[config.mk]
export PLATFORM = sky130hd
export DESIGN_NAME = ext_pin_event_output_gate
export DESIGN_NICKNAME = d
export VERILOG_FILES = /design/src/rtl/ext_pin_event_output_gate.v /design/src/rtl/byte_lane_merge.v
export VERILOG_INCLUDE_DIRS = /design/src /design/src/rtl
export SDC_FILE = /design/constraint.sdc
export NUM_CORES = 1
export LEC_CHECK = 0
export BUFFER_PORTS_ARGS = -buffer_cell sky130_fd_sc_hd__buf_4
export CAP_MARGIN = 10
export CORE_UTILIZATION = 55
export DETAILED_ROUTE_END_ITERATION = 10
export GPL_ROUTABILITY_DRIVEN = 0
export PLACE_DENSITY = 0.78
export SLEW_MARGIN = 10
export SYNTH_ARGS = -nofsm -noshare
export SYNTH_HDL_FRONTEND = slang
export SYNTH_SLANG_ARGS = --single-unit
[constraint.sdc]
create_clock -name clk_sys -period 3.4 [get_ports clk_sys]
set_clock_uncertainty 0.2 [all_clocks]
set_input_delay 0.68 -clock clk_sys [delete_from_list [all_inputs] [get_ports clk_sys]]
set_output_delay 0.68 -clock clk_sys [all_outputs]
set_load 0.02 [all_outputs]
[src/rtl/pin_event_defines.vh]
// Purpose: register map, field positions and reset values of the pin event output gate
// Assumes: APB with 32-bit data, byte-addressed, word-aligned registers
// Notes:   definitions only
`ifndef PIN_EVENT_DEFINES_VH
`define PIN_EVENT_DEFINES_VH

`define ADDR_W              8
`define OFF_EVENT_ENABLE    8'h00
`define OFF_CTRL            8'h04
`define OFF_IRQ_STATUS      8'h08
`define OFF_IRQ_MASK        8'h0C
`define OFF_MATCH_STATE     8'h10
`define RST_EVENT_ENABLE    32'h00000000
`define RST_CTRL            32'h00000000
`define RST_IRQ_MASK        32'h00000000
`define CTRL_ENABLE_BIT     0
`define NUM_PINS            32

`endif

[src/rtl/ext_pin_event_output_gate.v]
// Purpose: gates per-pin sensing matches into event pulses, APB register access
// Assumes: match inputs are synchronous to clk_sys; protection input is a level
// Notes:   byte, half-word and word writes via pstrb; reads always return full word
//
// How it works
// - Registers accept atomic 8, 16 and 32 bit accesses at their width.
// - Each byte and half of a register can be written alone; reads return the whole word.
// - Write-protected registers ignore writes while access protection is asserted.
// - Enable-protected registers accept writes only while the peripheral is disabled.
// - Pin x gives an event only when enable bit x is one and it matches.
//
// Chosen here: the APB slave port and the register offsets.
`include "pin_event_defines.vh"

module ext_pin_event_output_gate #(
  parameter NPIN = `NUM_PINS
) (
  // Clock and reset
  input  wire             clk_sys,
  input  wire             reset_n,
  // APB slave
  input  wire             psel,
  input  wire             penable,
  input  wire             pwrite,
  input  wire [`ADDR_W-1:0] paddr,
  input  wire [31:0]      pwdata,
  input  wire [3:0]       pstrb,
  output wire [31:0]      prdata,
  output wire             pready,
  output wire             pslverr,
  // Protection from the access protection controller
  input  wire             wr_protect,
  // Sensing matches per external_irq_pin_x
  input  wire [NPIN-1:0]  pin_match,
  // Event and interrupt outputs
  output wire [NPIN-1:0]  pin_event,
  output wire             irq
);

  reg  [NPIN-1:0] pin_event_out_enable_ff;
  reg             periph_enable_ff;
  reg  [NPIN-1:0] irq_status_ff;
  reg  [NPIN-1:0] irq_mask_ff;
  reg  [NPIN-1:0] match_state_ff;
  reg  [NPIN-1:0] event_ff;
  reg  [31:0]     rdata_ff;
  reg             slverr_ff;
  reg  [31:0]     nxt_rdata;
  reg             addr_ok;
  wire            wr_acc;
  wire            rd_acc;
  wire [31:0]     merged_enable;
  wire [31:0]     merged_mask;
  wire [31:0]     merged_ctrl;
  wire [NPIN-1:0] clr_bits;
  wire [NPIN-1:0] fire;

  // Zero-wait slave; the data phase completes on the access cycle
  assign pready  = 1'b1;
  assign wr_acc  = psel & penable & pwrite;
  assign rd_acc  = psel & ~penable & ~pwrite;

  function is_mapped;
    input [`ADDR_W-1:0] a;
    begin
      is_mapped = (a == `OFF_EVENT_ENABLE) || (a == `OFF_CTRL) || (a == `OFF_IRQ_STATUS) ||
                  (a == `OFF_IRQ_MASK) || (a == `OFF_MATCH_STATE);
    end
  endfunction

  always @* begin
    addr_ok = is_mapped(paddr);
  end

  byte_lane_merge #(.WIDTH(32)) u_merge_enable (
    .old_val (pin_event_out_enable_ff),
    .wr_data (pwdata),
    .wr_strb (pstrb),
    .new_val (merged_enable)
  );

  byte_lane_merge #(.WIDTH(32)) u_merge_mask (
    .old_val (irq_mask_ff),
    .wr_data (pwdata),
    .wr_strb (pstrb),
    .new_val (merged_mask)
  );

  byte_lane_merge #(.WIDTH(32)) u_merge_ctrl (
    .old_val ({31'h00000000, periph_enable_ff}),
    .wr_data (pwdata),
    .wr_strb (pstrb),
    .new_val (merged_ctrl)
  );

  // Enable register: write-protected and enable-protected
  always @(posedge clk_sys or negedge reset_n) begin
    if (!reset_n) begin
      pin_event_out_enable_ff <= `RST_EVENT_ENABLE;
    end else if (wr_acc && paddr == `OFF_EVENT_ENABLE && !wr_protect && !periph_enable_ff) begin
      pin_event_out_enable_ff <= merged_enable;
    end
  end

  // Control and mask: write-protected only, so software can disable whenever access protection is deasserted
  always @(posedge clk_sys or negedge reset_n) begin
    if (!reset_n) begin
      periph_enable_ff <= 1'b0;
      irq_mask_ff      <= `RST_IRQ_MASK;
    end else if (wr_acc && !wr_protect) begin
      if (paddr == `OFF_CTRL)
        periph_enable_ff <= merged_ctrl[`CTRL_ENABLE_BIT];
      if (paddr == `OFF_IRQ_MASK)
        irq_mask_ff <= merged_mask;
    end
  end

  // Events only while the peripheral is enabled
  assign fire = pin_match & pin_event_out_enable_ff & {NPIN{periph_enable_ff}};

  always @(posedge clk_sys or negedge reset_n) begin
    if (!reset_n) begin
      event_ff       <= {NPIN{1'b0}};
      match_state_ff <= {NPIN{1'b0}};
    end else begin
      // Rising edge of a match gives one pulse even if the match level persists
      event_ff       <= fire & ~match_state_ff;
      match_state_ff <= fire;
    end
  end

  assign pin_event = event_ff;

  // Sticky status, write one to clear; a new event wins over the clear
  assign clr_bits = (wr_acc && paddr == `OFF_IRQ_STATUS) ?
                    ({{8{pstrb[3]}}, {8{pstrb[2]}}, {8{pstrb[1]}}, {8{pstrb[0]}}} & pwdata)
                    : {NPIN{1'b0}};

  always @(posedge clk_sys or negedge reset_n) begin
    if (!reset_n) begin
      irq_status_ff <= {NPIN{1'b0}};
    end else begin
      irq_status_ff <= (irq_status_ff & ~clr_bits) | (fire & ~match_state_ff);
    end
  end

  assign irq = |(irq_status_ff & irq_mask_ff);

  // Read data captured in the setup cycle, all lanes returned
  always @* begin
    case (paddr)
      `OFF_EVENT_ENABLE: nxt_rdata = pin_event_out_enable_ff;
      `OFF_CTRL:         nxt_rdata = {31'h00000000, periph_enable_ff};
      `OFF_IRQ_STATUS:   nxt_rdata = irq_status_ff;
      `OFF_IRQ_MASK:     nxt_rdata = irq_mask_ff;
      `OFF_MATCH_STATE:  nxt_rdata = match_state_ff;
      default:           nxt_rdata = 32'h00000000;
    endcase
  end

  always @(posedge clk_sys or negedge reset_n) begin
    if (!reset_n) begin
      rdata_ff  <= 32'h00000000;
      slverr_ff <= 1'b0;
    end else if (psel && !penable) begin
      rdata_ff  <= rd_acc ? nxt_rdata : 32'h00000000;
      slverr_ff <= ~addr_ok;
    end
  end

  assign prdata  = rdata_ff;
  assign pslverr = psel & penable & slverr_ff;

endmodule // ext_pin_event_output_gate

[src/rtl/byte_lane_merge.v]
// Purpose: merge APB write data into a register under byte strobes
// Assumes: strobe bit n covers data bits 8n+7..8n
// Notes:   purely combinational
module byte_lane_merge #(
  parameter WIDTH = 32
) (
  // Old value and write
  input  wire [WIDTH-1:0]   old_val,
  input  wire [WIDTH-1:0]   wr_data,
  input  wire [WIDTH/8-1:0] wr_strb,
  // Merged value
  output wire [WIDTH-1:0]   new_val
);
  genvar g;
  generate
    for (g = 0; g < WIDTH/8; g = g + 1) begin : g_lane
      assign new_val[8*g+7:8*g] = wr_strb[g] ? wr_data[8*g+7:8*g] : old_val[8*g+7:8*g];
    end
  endgenerate
endmodule // byte_lane_merge

After elaboration in Yosys (flattened, before gate mapping)

Cells that the tools add are included.

Eq/ne operators: 4
Mux-type cells: 3
Bitwise logic cells: 17
Reduce and logical (&&, ||, !) cells: 24

Operators with widths:

| cell                 | count |
|---|---|
| $and A32 B32 Y32     | 6 |
| $pmux W32 S5         | 1 |
| $mux W32             | 2 |
| $not A32 Y32         | 2 |
| $or A32 B32 Y32      | 1 |
| $reduce_or A32 Y1    | 1 |
| $eq A8 B4 Y1 const B | 2 |
| $reduce_and A3 Y1    | 5 |
| $eq A8 B3 Y1 const B | 1 |
| $eq A8 B5 Y1 const B | 1 |
| $logic_not A8 Y1     | 1 |
| $reduce_and A2 Y1    | 4 |
| $logic_and A1 B1 Y1  | 6 |
| $and A1 B1 Y1        | 5 |
| $logic_or A1 B1 Y1   | 4 |
| $logic_not A1 Y1     | 3 |
| $not A1 Y1           | 3 |

Bits in registers: 194
Input port bits: 82
Output and inout port bits: 67
Word-level logic and storage cells: 62

Logic depth before layout (Yosys ltp)

Gate-level depths: netlist (run 1).

Word-level depth: 7
Gate-level depth with buffers: 7
Mapped depth without buffers: 4

By module

Synthesis (run 1) repeated with hierarchy kept, for this count alone.

Cell total of the unflattened synthesis: 747
Area, all modules: 9937.0 µm²

Modules (own cells, without submodules):

| module                    | times used | cells an instance | area each (µm²) | sequential area each (µm²) |
|---|---|---|---|---|
| ext_pin_event_output_gate | 1          | 639               | 8360.5          | 4854.7 |
| byte_lane_merge           | 3          | 36                | 525.5           | 0.0 |

Worst setup path after synthesis (run 1)

OpenSTA, ideal clock, no wires.

Path kind: in2reg
From: input paddr[3]
To: register pin_event_out_enable_ff[11]
Arrival: 2441 ps
Data required time: 3075 ps
Slack: 634 ps
Stages: 6
Buffers on the path: 2
Path through: buf_6 > or4_4 > buf_6 > nor4b_4 > nand2_4 > mux2_4

Word-level cells in the longest chain between the ends: 5

Ends and longest elaborated chain:

| what                                 | line                            | RTL |
|---|---|---|
| from (decl)                          | ext_pin_event_output_gate.v:25  | `` input wire [`ADDR_W-1:0] paddr, `` |
| $logic_not A8 Y1                     | -                               |  |
| $logic_and A1 B1 Y1 (no source line) | -                               |  |
| $logic_and A1 B1 Y1 (2 in series)    | ext_pin_event_output_gate.v:100 | `` end else if (wr_acc && paddr == `OFF_EVENT_ENABLE && !wr_protect && !periph_enable_ff) begin `` |
| $reduce_and A2 Y1 (no source line)   | -                               |  |
| to (signal assigned)                 | ext_pin_event_output_gate.v:99  | `` pin_event_out_enable_ff <= `RST_EVENT_ENABLE; `` |
| to (signal assigned)                 | ext_pin_event_output_gate.v:101 | `pin_event_out_enable_ff <= merged_enable;` |
| to (decl)                            | ext_pin_event_output_gate.v:40  | `reg [NPIN-1:0] pin_event_out_enable_ff;` |

Every way passes these cells.
A chain may end at the register's enable or synchronous reset.

Worst setup path after layout (run 1)

From: register irq_status_ff[27]
To: output irq

Word-level cells in the longest chain between the ends: 2

Ends and longest elaborated chain:

| what                   | line                            | RTL |
|---|---|---|
| from (decl)            | ext_pin_event_output_gate.v:42  | `reg [NPIN-1:0] irq_status_ff;` |
| from (signal assigned) | ext_pin_event_output_gate.v:141 | `irq_status_ff <= {NPIN{1'b0}};` |
| from (signal assigned) | ext_pin_event_output_gate.v:143 | `irq_status_ff <= (irq_status_ff & ~clr_bits) \| (fire & ~match_state_ff);` |
| $and A32 B32 Y32       | ext_pin_event_output_gate.v:147 | `assign irq = \|(irq_status_ff & irq_mask_ff);` |
| $reduce_or A32 Y1      | ext_pin_event_output_gate.v:147 |  |
| to (decl)              | ext_pin_event_output_gate.v:37  | `output wire irq` |

Every way passes these cells.

==> results of run 1 <==
==> path summary, 6_finish.rpt <==
kind	start	depth (start not counted)	to	slack, ns
setup / recovery	irq_status_ff[27]	4	irq	0.38
hold / removal	reset_n	1	pin_event[23]	0.11
setup reg to reg	periph_enable_ff	5	pin_event_out_enable_ff[15]	1.41
hold reg to reg	match_state_ff[1]	1	pin_event[1]	0.24
max in group asynchronous	reset_n	2	match_state_ff[2]	2.13
min in group clk_sys	match_state_ff[1]	1	pin_event[1]	0.24
==> sequential cells by signal, indices dropped and copies added, names as in the netlist <==
| name | count |
|---|---|
| periph_enable_ff | 1 |
| slverr_ff | 1 |
| match_state_ff | 32 |
| prdata | 32 |
| irq_mask_ff | 32 |
| pin_event_out_enable_ff | 32 |
| pin_event | 32 |
| irq_status_ff | 32 |
==> synth_stat cells (all sizes together) <==
cell type / number
nand3b: 1
or3b: 1
dfrtp: 194
nor2b: 33
a21o: 32
or4: 3
nor2: 5
conb: 1
nor3: 3
nand4b: 3
nand2b: 1
or3: 1
o21ai: 3
a22oi: 78
or2: 1
mux2: 65
buf: 9
o21a: 1
mux2i: 33
a21oi: 1
o31a: 31
nor4b: 1
and3: 33
nor4: 5
nand3: 4
nand4: 5
inv: 5
clkbuf: 23
nand2: 69
==> power groups by stage <==
stage / combinational (mW) / clock (mW) / sequential [mW]
2_1_floorplan: 0.0513 / 0 / 2.36
6_report: 0.216 / 2.12 / 2.31
5_1_grt: 0.233 / 2.22 / 2.31
4_1_cts: 0.216 / 2.13 / 2.31
3_5_place_dp: 0.216 / 0 / 2.36
3_3_place_gp: 0.211 / 0 / 2.36
==> stage by stage <==
step | instance area [um^2] | cells | hold slack, ns | total power, mW | setup slack [ns]
final | 10200 | 995 | 0.108 | 4.65 | 0.382
after CTS | 10200 | 995 | 0.144 | 4.66 | 0.408
after floorplan | 8210 | 645 | 0.184 | 2.41 | 0.634
after global placement | 9580 | 963 | 0.230 | 2.57 | 0.504
after global routing | 10200 | 995 | 0.169 | 4.77 | 0.387
after detailed placement | 9580 | 963 | 0.234 | 2.57 | 0.415
==> critical path: stages, from the launching register on <==
cell	delay (ns)
dfrtp_1	0.40
a22oi_1	0.34
nand4_1	0.15
or4_1	0.61
buf_4	0.20
==> cells by family after synthesis <==
kind of cell           count (synthesis)
flip-flops                           194
AO/OA/AOI/OAI                        146
other                                  1
multiplexers                          98
buffers and inverters                 37
AND/OR/NAND/NOR                      169
==> per-layer routing <==
metal	vias to the layer above	share of wire	GRT usage
met3	43	0.072	0.0549
met5	-	0	0
met4	0	0.025	0.116
met1	3193	0.42	0.415
li1	2685	-	-
met2	273	0.48	0.469
==> layout make-up <==
class	count	area, um^2	area share
multi-input cells	414	3200	0.314
repair buffers	166	1280	0.125
inverters	5	18.8	0.00184
flip-flops and latches	194	4850	0.475
clock buffers	19	443	0.0434
clock inverters	13	185	0.0181
well taps	184	230	0.0225
==> PnR_summary.wiki, run 1 <==
{| class="wikitable"
! Metric !! Value
|-
| Outcome || finished clean
|-
| WP data required || 2.52 ns
|-
| Sequential cell area fraction in the yosys report || 0.592
|-
| Initial antenna violation count || 0
|-
| Max-slew violation total from the final report || 0
|-
| Worst Path Arrival || 2.14 ns
|-
| Synth Area in Simple Gates || 0.116
|-
| Ratio of cells with drive above 1 in the final layout || 0.340
|-
| Fillers || 1011
|-
| Upper clock frequency limit || 0.331 GHz
|-
| Dominant combinational cell family by area after synthesis || compound AO/OA/AOI/OAI gates
|-
| Max capacitance violation total || 0
|-
| CTS tree || yes
|-
| Util after Layout || 0.703
|-
| Switching fraction of total power || 0.215
|-
| Initial DRT Pass Iterations || 5
|-
| DRC violation count after routing || 0
|-
| Growth of design area from synthesis to finish || 24.4%
|-
| Global-route wire length before repair || 33.9 mm
|-
| Avg Synthesized Cell Area || 12.7 um^2
|-
| Synth cell types || 36
|-
| Period utilization || 0.888
|-
| WL per Instance || 22.0 um
|-
| Tmin final || 3.02 ns
|-
| Sequential cell fraction of total power || 0.498
|-
| Number of vias in the routed layout || 6194
|-
| Max transition margin || 0.496
|-
| Share of Yosys cell area claimed by the top area cell type || 0.592
|-
| Number of post-CTS setup repair buffers || 0
|-
| Library cell occupying the most area in the post-synthesis netlist || dfrtp_1
|-
| DIE HEIGHT || 124 um
|-
| Kind of start point of the critical path || register
|-
| Worst Path Class, Setup || register to output port
|-
| Post-synthesis cell count || 645
|-
| Maximum fanout encountered on the critical timing path || 3
|-
| CTS resizes || 0
|-
| Number of global-route vias before repair || 6251
|-
| Post-Syn Nets || 727
|-
| Total number of clock tree sinks || 194
|-
| Post-synthesis compound-gate area fraction || 0.137
|-
| Starting density of the core || 0.565
|-
| Yosys warning count || 0
|-
| Per-cell via count in the routed design || 6.23
|-
| Combinational Power Share || 0.046
|-
| Clock tree buffer depth || 2
|-
| Half-perimeter wire length after detailed placement || 15.1 mm
|-
| Net switching component of the power || 999 uW
|-
| Adder and majority gate portion of the synthesized area || 0
|-
| H-tree depth || 4
|-
| Synth area leaders || dfrtp_1, mux2_2, a22oi_1
|-
| Count of boundary I/O pins || 149
|-
| Reg clk slew, reported paths || 0.07 ns
|-
| Leakage || 5.39 nW
|-
| Drt first-iter violations || 492
|-
| Post-synthesis mux area share || 0.135
|-
| CTS hold repair buffers || 0
|-
| Number of nets in the finished design || 880
|-
| Setup Total Neg Slack || 0 ns
|-
| Maximum number of pins on one net before global-route repair || 93
|-
| Count of endpoints failing hold in the final timing report || 0
|-
| Largest vdd supply drop || 0.394 mV
|-
| Number of antenna cells inserted || 0
|-
| Cell chosen for the clock root || clkbuf_16
|-
| Cell area after technology mapping || 0.00821 mm^2
|-
| Overall Global Routing Usage || 0.299
|-
| Internal power contribution || 3.65 mW
|-
| Most common library cell in the layout ignoring fill and taps || dfrtp_1
|-
| DIE AREA || 0.0154 mm^2
|-
| Setup repair after global routing missed its margin || false
|-
| Core box area || 0.0145 mm^2
|-
| Std cell rows || 44
|-
| Horizontal die dimension || 124 um
|-
| Clock network fraction of design power || 0.456
|-
| Post-synthesis register bit count || 194
|-
| Worst-skew pair later-pin latency || 0.44 ns
|-
| Number of routed nets with antenna violations || 0
|-
| Total grt overflow || 0
|-
| Synthesized-area fraction occupied by xor and xnor cells || 0
|-
| Number of buffers added by the clock tree synthesis step || 17
|-
| Min-Delay Path Class || input port to async pin
|-
| Transition time at the pin with the least slew margin || 0.756 ns
|-
| WL final || 21.8 mm
|-
| PD cells || 455 mW/mm^2
|-
| Most frequent cells in the layout || dfrtp_1, buf_4, a22oi_1
|-
| Kind of end point of the critical path || output port
|-
| Final setup violation count || 0
|-
| Port buffer count || 147
|}
Power figures use the tool's default switching activity.
==> inputs of run 2 (changes only) <==
--- a/config.mk
+++ b/config.mk
@@ -7,12 +7,12 @@
 export NUM_CORES = 1
 export LEC_CHECK = 0
 export BUFFER_PORTS_ARGS = -buffer_cell sky130_fd_sc_hd__buf_4
-export CAP_MARGIN = 10
 export CORE_UTILIZATION = 55
 export DETAILED_ROUTE_END_ITERATION = 10
 export GPL_ROUTABILITY_DRIVEN = 0
-export PLACE_DENSITY = 0.78
+export PLACE_DENSITY = 0.76
 export SLEW_MARGIN = 10
 export SYNTH_ARGS = -nofsm -noshare
 export SYNTH_HDL_FRONTEND = slang
+export SYNTH_HIERARCHICAL = 1
 export SYNTH_SLANG_ARGS = --single-unit
==> run 2 against run 1 <==
Against the previous run: synthesized cell count grew 10%; first-iteration DRC count down 28%; routed wire length grew 12%; core utilization fell by 2.6 points; clock-buffer cell count is the same; clock power fell by 8%; sequential power about the same; worst setup slack better by 0.058 ns; worst hold slack improved by 0.18 ns; cell count rose by 8.6%; critical path depth is the same; via count up 7.6%.
==> PnR_summary.wiki, run 2 <==
{| class="wikitable"
! Metric !! Value
|-
| Maximum number of pins on one net before global-route repair || 90
|-
| Post-Route M1 WL || 10.4 mm
|-
| Top cell family by delay on the critical path || simple AND/OR/NAND/NOR gates
|-
| Met3 Routed Length || 1.17 mm
|-
| Port buffer count || 147
|-
| Starting density of the core || 0.567
|-
| DIE AREA || 0.0177 mm^2
|-
| Yosys warning count || 6
|-
| Clock tree buffer depth || 2
|-
| CTS tree || yes
|-
| Met2 WL || 12.4 mm
|-
| WL per Instance || 22.7 um
|-
| Worst-skew pair later-pin latency || 0.44 ns
|-
| Drt first-iter violations || 353
|-
| Count of boundary I/O pins || 149
|-
| Kind of end point of the critical path || output port
|-
| Min-Delay Path Class || input port to register
|-
| Most common library cell in the layout ignoring fill and taps || dfrtp_1
|-
| Fillers || 1215
|-
| Max capacitance violation total || 0
|-
| R2r setup slk || 1.47 ns
|-
| Hold path start || pin_match[1]
|-
| Number of cells traversed by the worst register-to-register path || 4
|-
| Transition time at the pin with the least slew margin || 0.683 ns
|-
| Initial antenna violation count || 0
|-
| Outcome || finished clean
|-
| Number of antenna cells inserted || 0
|-
| Instance count after placement with tap cells included || 1048
|-
| Number of routed nets with antenna violations || 0
|-
| Upper clock frequency limit || 0.338 GHz
|-
| Total number of clock tree sinks || 194
|-
| Total grt overflow || 0
|-
| Reg clk slew, reported paths || 0.08 ns
|-
| Post-synthesis cell count || 712
|-
| Maximum fanout encountered on the critical timing path || 3
|-
| Max transition margin || 0.545
|-
| Overall Global Routing Usage || 0.288
|-
| Initial DRT Pass Iterations || 4
|-
| WP data required || 2.52 ns
|-
| Avg Synthesized Cell Area || 13.3 um^2
|-
| Number of buffers added by the clock tree synthesis step || 17
|-
| Most frequent cells in the layout || dfrtp_1, buf_4, mux2_4
|-
| Std cell rows || 47
|-
| Cell chosen for the clock root || clkbuf_16
|-
| PD cells || 411 mW/mm^2
|-
| Horizontal die dimension || 133 um
|-
| Number of global-route vias before repair || 7024
|-
| R2r startpoint || periph_enable_ff
|-
| Post-Syn Nets || 794
|-
| DIE HEIGHT || 133 um
|-
| Growth of design area from synthesis to finish || 19.4%
|-
| Reg2Reg Capture Point || pin_event_out_enable_ff[15]
|-
| Logic depth of the worst setup path including buffers || 4
|-
| Worst setup startpoint || irq_status_ff[24]
|-
| Worst Path Class, Setup || register to output port
|-
| Util after Layout || 0.677
|-
| Core box area || 0.0166 mm^2
|-
| Critical path, cell by cell || a22oi_1, nand4_1, or4_1, buf_4
|-
| Sequential Area || 0.00485 mm^2
|-
| WP buf/inv || 1
|-
| Tmin final || 2.96 ns
|-
| Final setup violation count || 0
|-
| Delay contributed by the slowest stage of the critical path || 0.60 ns
|-
| Ratio of cells with drive above 1 in the final layout || 0.382
|-
| Max-slew violation total from the final report || 0
|-
| Number of nets in the finished design || 930
|-
| Last element of the critical path || irq
|-
| Count of endpoints failing hold in the final timing report || 0
|-
| Highest-delay cell along the critical path || or4_1
|-
| Per-cell via count in the routed design || 6.17
|-
| Number of vias in the routed layout || 6667
|-
| Setup repair after global routing missed its margin || false
|-
| Half-perimeter wire length after detailed placement || 16.3 mm
|-
| Leakage || 5.86 nW
|-
| Area of the multi-input gates || 0.00429 mm^2
|-
| Period utilization || 0.871
|-
| Cell area after technology mapping || 0.00943 mm^2
|-
| WL final || 24.5 mm
|-
| Global-route wire length before repair || 39.0 mm
|-
| Top routing layer in use || met4
|-
| Worst Path Arrival || 2.08 ns
|-
| Largest vdd supply drop || 0.355 mV
|-
| Kind of start point of the critical path || register
|-
| Setup Total Neg Slack || 0 ns
|-
| CTS resizes || 0
|-
| H-tree depth || 4
|-
| DRC violation count after routing || 0
|-
| Count of placed standard cells in the final layout, fillers left out || 1081
|}
[run 2: cell count changes in the layout (fill, tap and decap cells not counted), sizes merged, moves of 32 or more]
cell,previous run,this run
nand2,69,2
mux2,65,130
a22oi,78,16
a21oi,1,34
a21o,32,0
and4b,0,32
o22ai,0,32
[run 2: cell type report]
class / instances / share of cell area
Sequential cell: 194 / 0.431
Multi-Input combinational cell: 470 / 0.380
Timing Repair Buffer: 164 / 0.113
Clock buffer: 19 / 0.0402
Tap cell: 220 / 0.0244
Clock inverter: 13 / 0.0102
Inverter: 1 / 0.000333
[run 2: how the worst min path moves through the flow]
stage                               endpoint  slack (ns)  cells past startpoint
after floorplan               irq_mask_ff[0]        0.18                      0
after global placement             slverr_ff        0.27                      2
after detailed placement          prdata[24]        0.29                      1
after CTS                  match_state_ff[1]        0.28                      2
after global routing      match_state_ff[11]        0.30                      2
final                      match_state_ff[1]        0.29                      2
[run 2: power breakdown]
part | switching [mW] | leakage, nW | total, mW | internal, mW
Combinational | 0.185 | 2.88 | 0.358 | 0.172
Sequential | 0.00492 | 2.71 | 2.32 | 2.31
Clock | 0.952 | 0.272 | 1.96 | 1.00
[run 2: stage by stage]
stage	hold slack [ns]	worst slack, ns	area, um^2	total power, mW
finish	0.293	0.439	11300	4.63
global route	0.298	0.402	11300	4.75
CTS	0.282	0.440	11300	4.64
detailed placement	0.294	0.322	10700	2.72
global placement	0.266	0.397	10700	2.71
floorplan	0.184	0.792	9430	2.54
[run 2: worst reg2reg max path: cells and delay by family (launching register included)]
| family | cells | cell delay (ns) |
|---|---|---|
| flops | 1 | 0.38 |
| simple gates | 2 | 0.57 |
| buf+inv | 1 | 0.30 |
| mux | 1 | 0.38 |
[run 2: repair_timing]
item,4_1_cts,5_1_grt
setup buffers,0,0
hold buffers,1,0
endpoints found under the hold margin,2,0
[run 2: metal layers]
metal,up-vias,GRT usage
met5,-,0
met4,0,0.112
met3,40,0.0414
met2,227,0.486
met1,3455,0.376
li1,2945,-
==> inputs of run 3 (changes only) <==
--- a/config.mk
+++ b/config.mk
@@ -7,9 +7,10 @@
 export NUM_CORES = 1
 export LEC_CHECK = 0
 export BUFFER_PORTS_ARGS = -buffer_cell sky130_fd_sc_hd__buf_4
+export CAP_MARGIN = 10
+export CORE_ASPECT_RATIO = 1.75
 export CORE_UTILIZATION = 55
 export DETAILED_ROUTE_END_ITERATION = 10
-export GPL_ROUTABILITY_DRIVEN = 0
 export PLACE_DENSITY = 0.76
 export SLEW_MARGIN = 10
 export SYNTH_ARGS = -nofsm -noshare
==> run 3 against run 2 <==
Against the previous run: core utilization down 0.68 points; cell area up 0.34%; worst setup slack better by 0.043 ns; non-clock buffer count down 2; die area up 0.12%; critical endpoint unchanged; highest routed layer unchanged.
==> PnR_summary.wiki, run 3 (synthesized netlist as in run 2, its figures left out) <==
{| class="wikitable"
! Metric !! Value
|-
| Area of placed instances || 0.0107 mm^2
|-
| Switching fraction of total power || 0.226
|-
| Growth of design area from synthesis to finish || 19.8%
|-
| Drt first-iter violations || 320
|-
| Setup repair after global routing missed its margin || false
|-
| Core box area || 0.0169 mm^2
|-
| Largest vdd supply drop || 0.313 mV
|-
| Setup Total Neg Slack || 0 ns
|-
| Final design area excluding fillers || 0.0113 mm^2
|-
| Count of boundary I/O pins || 149
|-
| DIE HEIGHT || 175 um
|-
| CTS resizes || 0
|-
| Kind of start point of the critical path || register
|-
| Total number of clock tree sinks || 194
|-
| Most common library cell in the layout ignoring fill and taps || dfrtp_1
|-
| Internal power contribution || 3.69 mW
|-
| Max capacitance violation total || 0
|-
| Final setup violation count || 0
|-
| Max-slew violation total from the final report || 0
|-
| Upper clock frequency limit || 0.343 GHz
|-
| Count of endpoints failing hold in the final timing report || 0
|-
| Maximum fanout encountered on the critical timing path || 4
|-
| WL final || 24.2 mm
|-
| Ratio of cells with drive above 1 in the final layout || 0.381
|-
| Per-cell via count in the routed design || 6.10
|-
| DRC violation count after routing || 0
|-
| Number of nets in the finished design || 928
|-
| WL per Instance || 22.3 um
|-
| Horizontal die dimension || 101 um
|-
| Fillers || 1294
|-
| Period utilization || 0.858
|-
| Worst Path Arrival || 2.04 ns
|-
| Worst setup startpoint || irq_mask_ff[24]
|-
| Most frequent cells in the layout || dfrtp_1, buf_4, mux2_4
|-
| PD cells || 421 mW/mm^2
|-
| Number of global-route vias before repair || 6959
|-
| Net switching component of the power || 1.08 mW
|-
| Worst Path Class, Setup || register to output port
|-
| WP data required || 2.52 ns
|-
| Worst-skew pair later-pin latency || 0.44 ns
|-
| Number of antenna cells inserted || 0
|-
| DIE AREA || 0.0177 mm^2
|-
| Max transition margin || 0.560
|-
| Number of routed nets with antenna violations || 0
|-
| Initial DRT Pass Iterations || 5
|-
| Tmin final || 2.92 ns
|-
| Clock tree buffer depth || 2
|-
| Leakage || 5.88 nW
|-
| CTS tree || yes
|-
| Outcome || finished clean
|-
| Maximum number of pins on one net before global-route repair || 78
|-
| Clock network fraction of design power || 0.439
|-
| Starting density of the core || 0.559
|-
| Overall Global Routing Usage || 0.287
|-
| Global-route wire length before repair || 38.0 mm
|-
| Std cell rows || 63
|-
| Number of buffers added by the clock tree synthesis step || 17
|-
| R2r startpoint || periph_enable_ff
|-
| Min-Delay Path Class || input port to async pin
|-
| Transition time at the pin with the least slew margin || 0.661 ns
|-
| Number of post-CTS setup repair buffers || 0
|-
| Half-perimeter wire length after detailed placement || 16.3 mm
|-
| H-tree depth || 4
|-
| Port buffer count || 147
|-
| Kind of end point of the critical path || output port
|-
| Reg clk slew, reported paths || 0.07 ns
|-
| Combinational Power Share || 0.075
|-
| Cell chosen for the clock root || clkbuf_16
|-
| Sequential cell fraction of total power || 0.486
|-
| Number of vias in the routed layout || 6623
|-
| Gp weighted congestion || 0.822
|-
| Total grt overflow || 0
|-
| CTS hold repair buffers || 0
|-
| Initial antenna violation count || 0
|}
## run 3: cell types whose count changed in the layout (fill, tap and decap cells not counted), sizes merged, moves of 2 or more
cell,previous run,this run
bufinv,0,3
clkbuf,20,22
clkinv,2,5
inv,9,2
## run 3: path summary, 6_finish.rpt
kind                                               to  slack [ns]  depth (start not counted)
hold reg to reg                             slverr_ff        0.28                          2
hold / removal                          pin_event[25]        0.04                          1
setup / recovery                                  irq        0.48                          4
setup reg to reg           pin_event_out_enable_ff[3]        1.43                          4
min in group clk_sys                        slverr_ff        0.28                          2
max in group asynchronous                   slverr_ff        2.14                          2
## run 3: layout make-up
type	count	area, um^2	share of cell area
flip-flops and latches	194	4860	0.430
multi-input cells	470	4290	0.379
repair buffers	162	1260	0.111
clock buffers	21	460	0.0407
well taps	227	284	0.0251
clock inverters	11	154	0.0136
inverters	1	3.75	0.000332
## run 3: routing by layer
| layer | wire length [um] | global-route usage | up-vias |
|---|---|---|---|
| li1 | - | - | 2941 |
| met1 | 9520 | 0.348 | 3392 |
| met2 | 12700 | 0.494 | 229 |
| met3 | 1070 | 0.0529 | 61 |
| met4 | 896 | 0.129 | 0 |
| met5 | 0 | 0 | - |
## run 3: power groups by stage
stage          registers [mW]  clock network, mW  logic (mW)
2_1_floorplan            2.36                  0       0.183
3_3_place_gp             2.36                  0       0.344
3_5_place_dp             2.36                  0       0.353
4_1_cts                  2.32               2.12       0.355
5_1_grt                  2.32               2.20       0.380
6_report                 2.32               2.09       0.355
## run 3: critical path, stage by stage (launching register included)
cell     delay [ns]
dfrtp_1        0.42
a22oi_1        0.29
nand4_1        0.13
or4_1          0.58
buf_4          0.19
## run 3: metrics by stage
stage	setup WS (ns)	std cells	total power, mW	utilization	hold slack [ns]
after floorplan	0.792	712	2.54	-	0.184
after global placement	0.529	1054	2.70	0.634	0.258
after detailed placement	0.473	1054	2.71	0.634	0.264
after CTS	0.474	1086	4.79	0.670	0.0356
after global routing	0.399	1086	4.90	0.670	0.0643
final	0.483	1086	4.76	0.670	0.0359
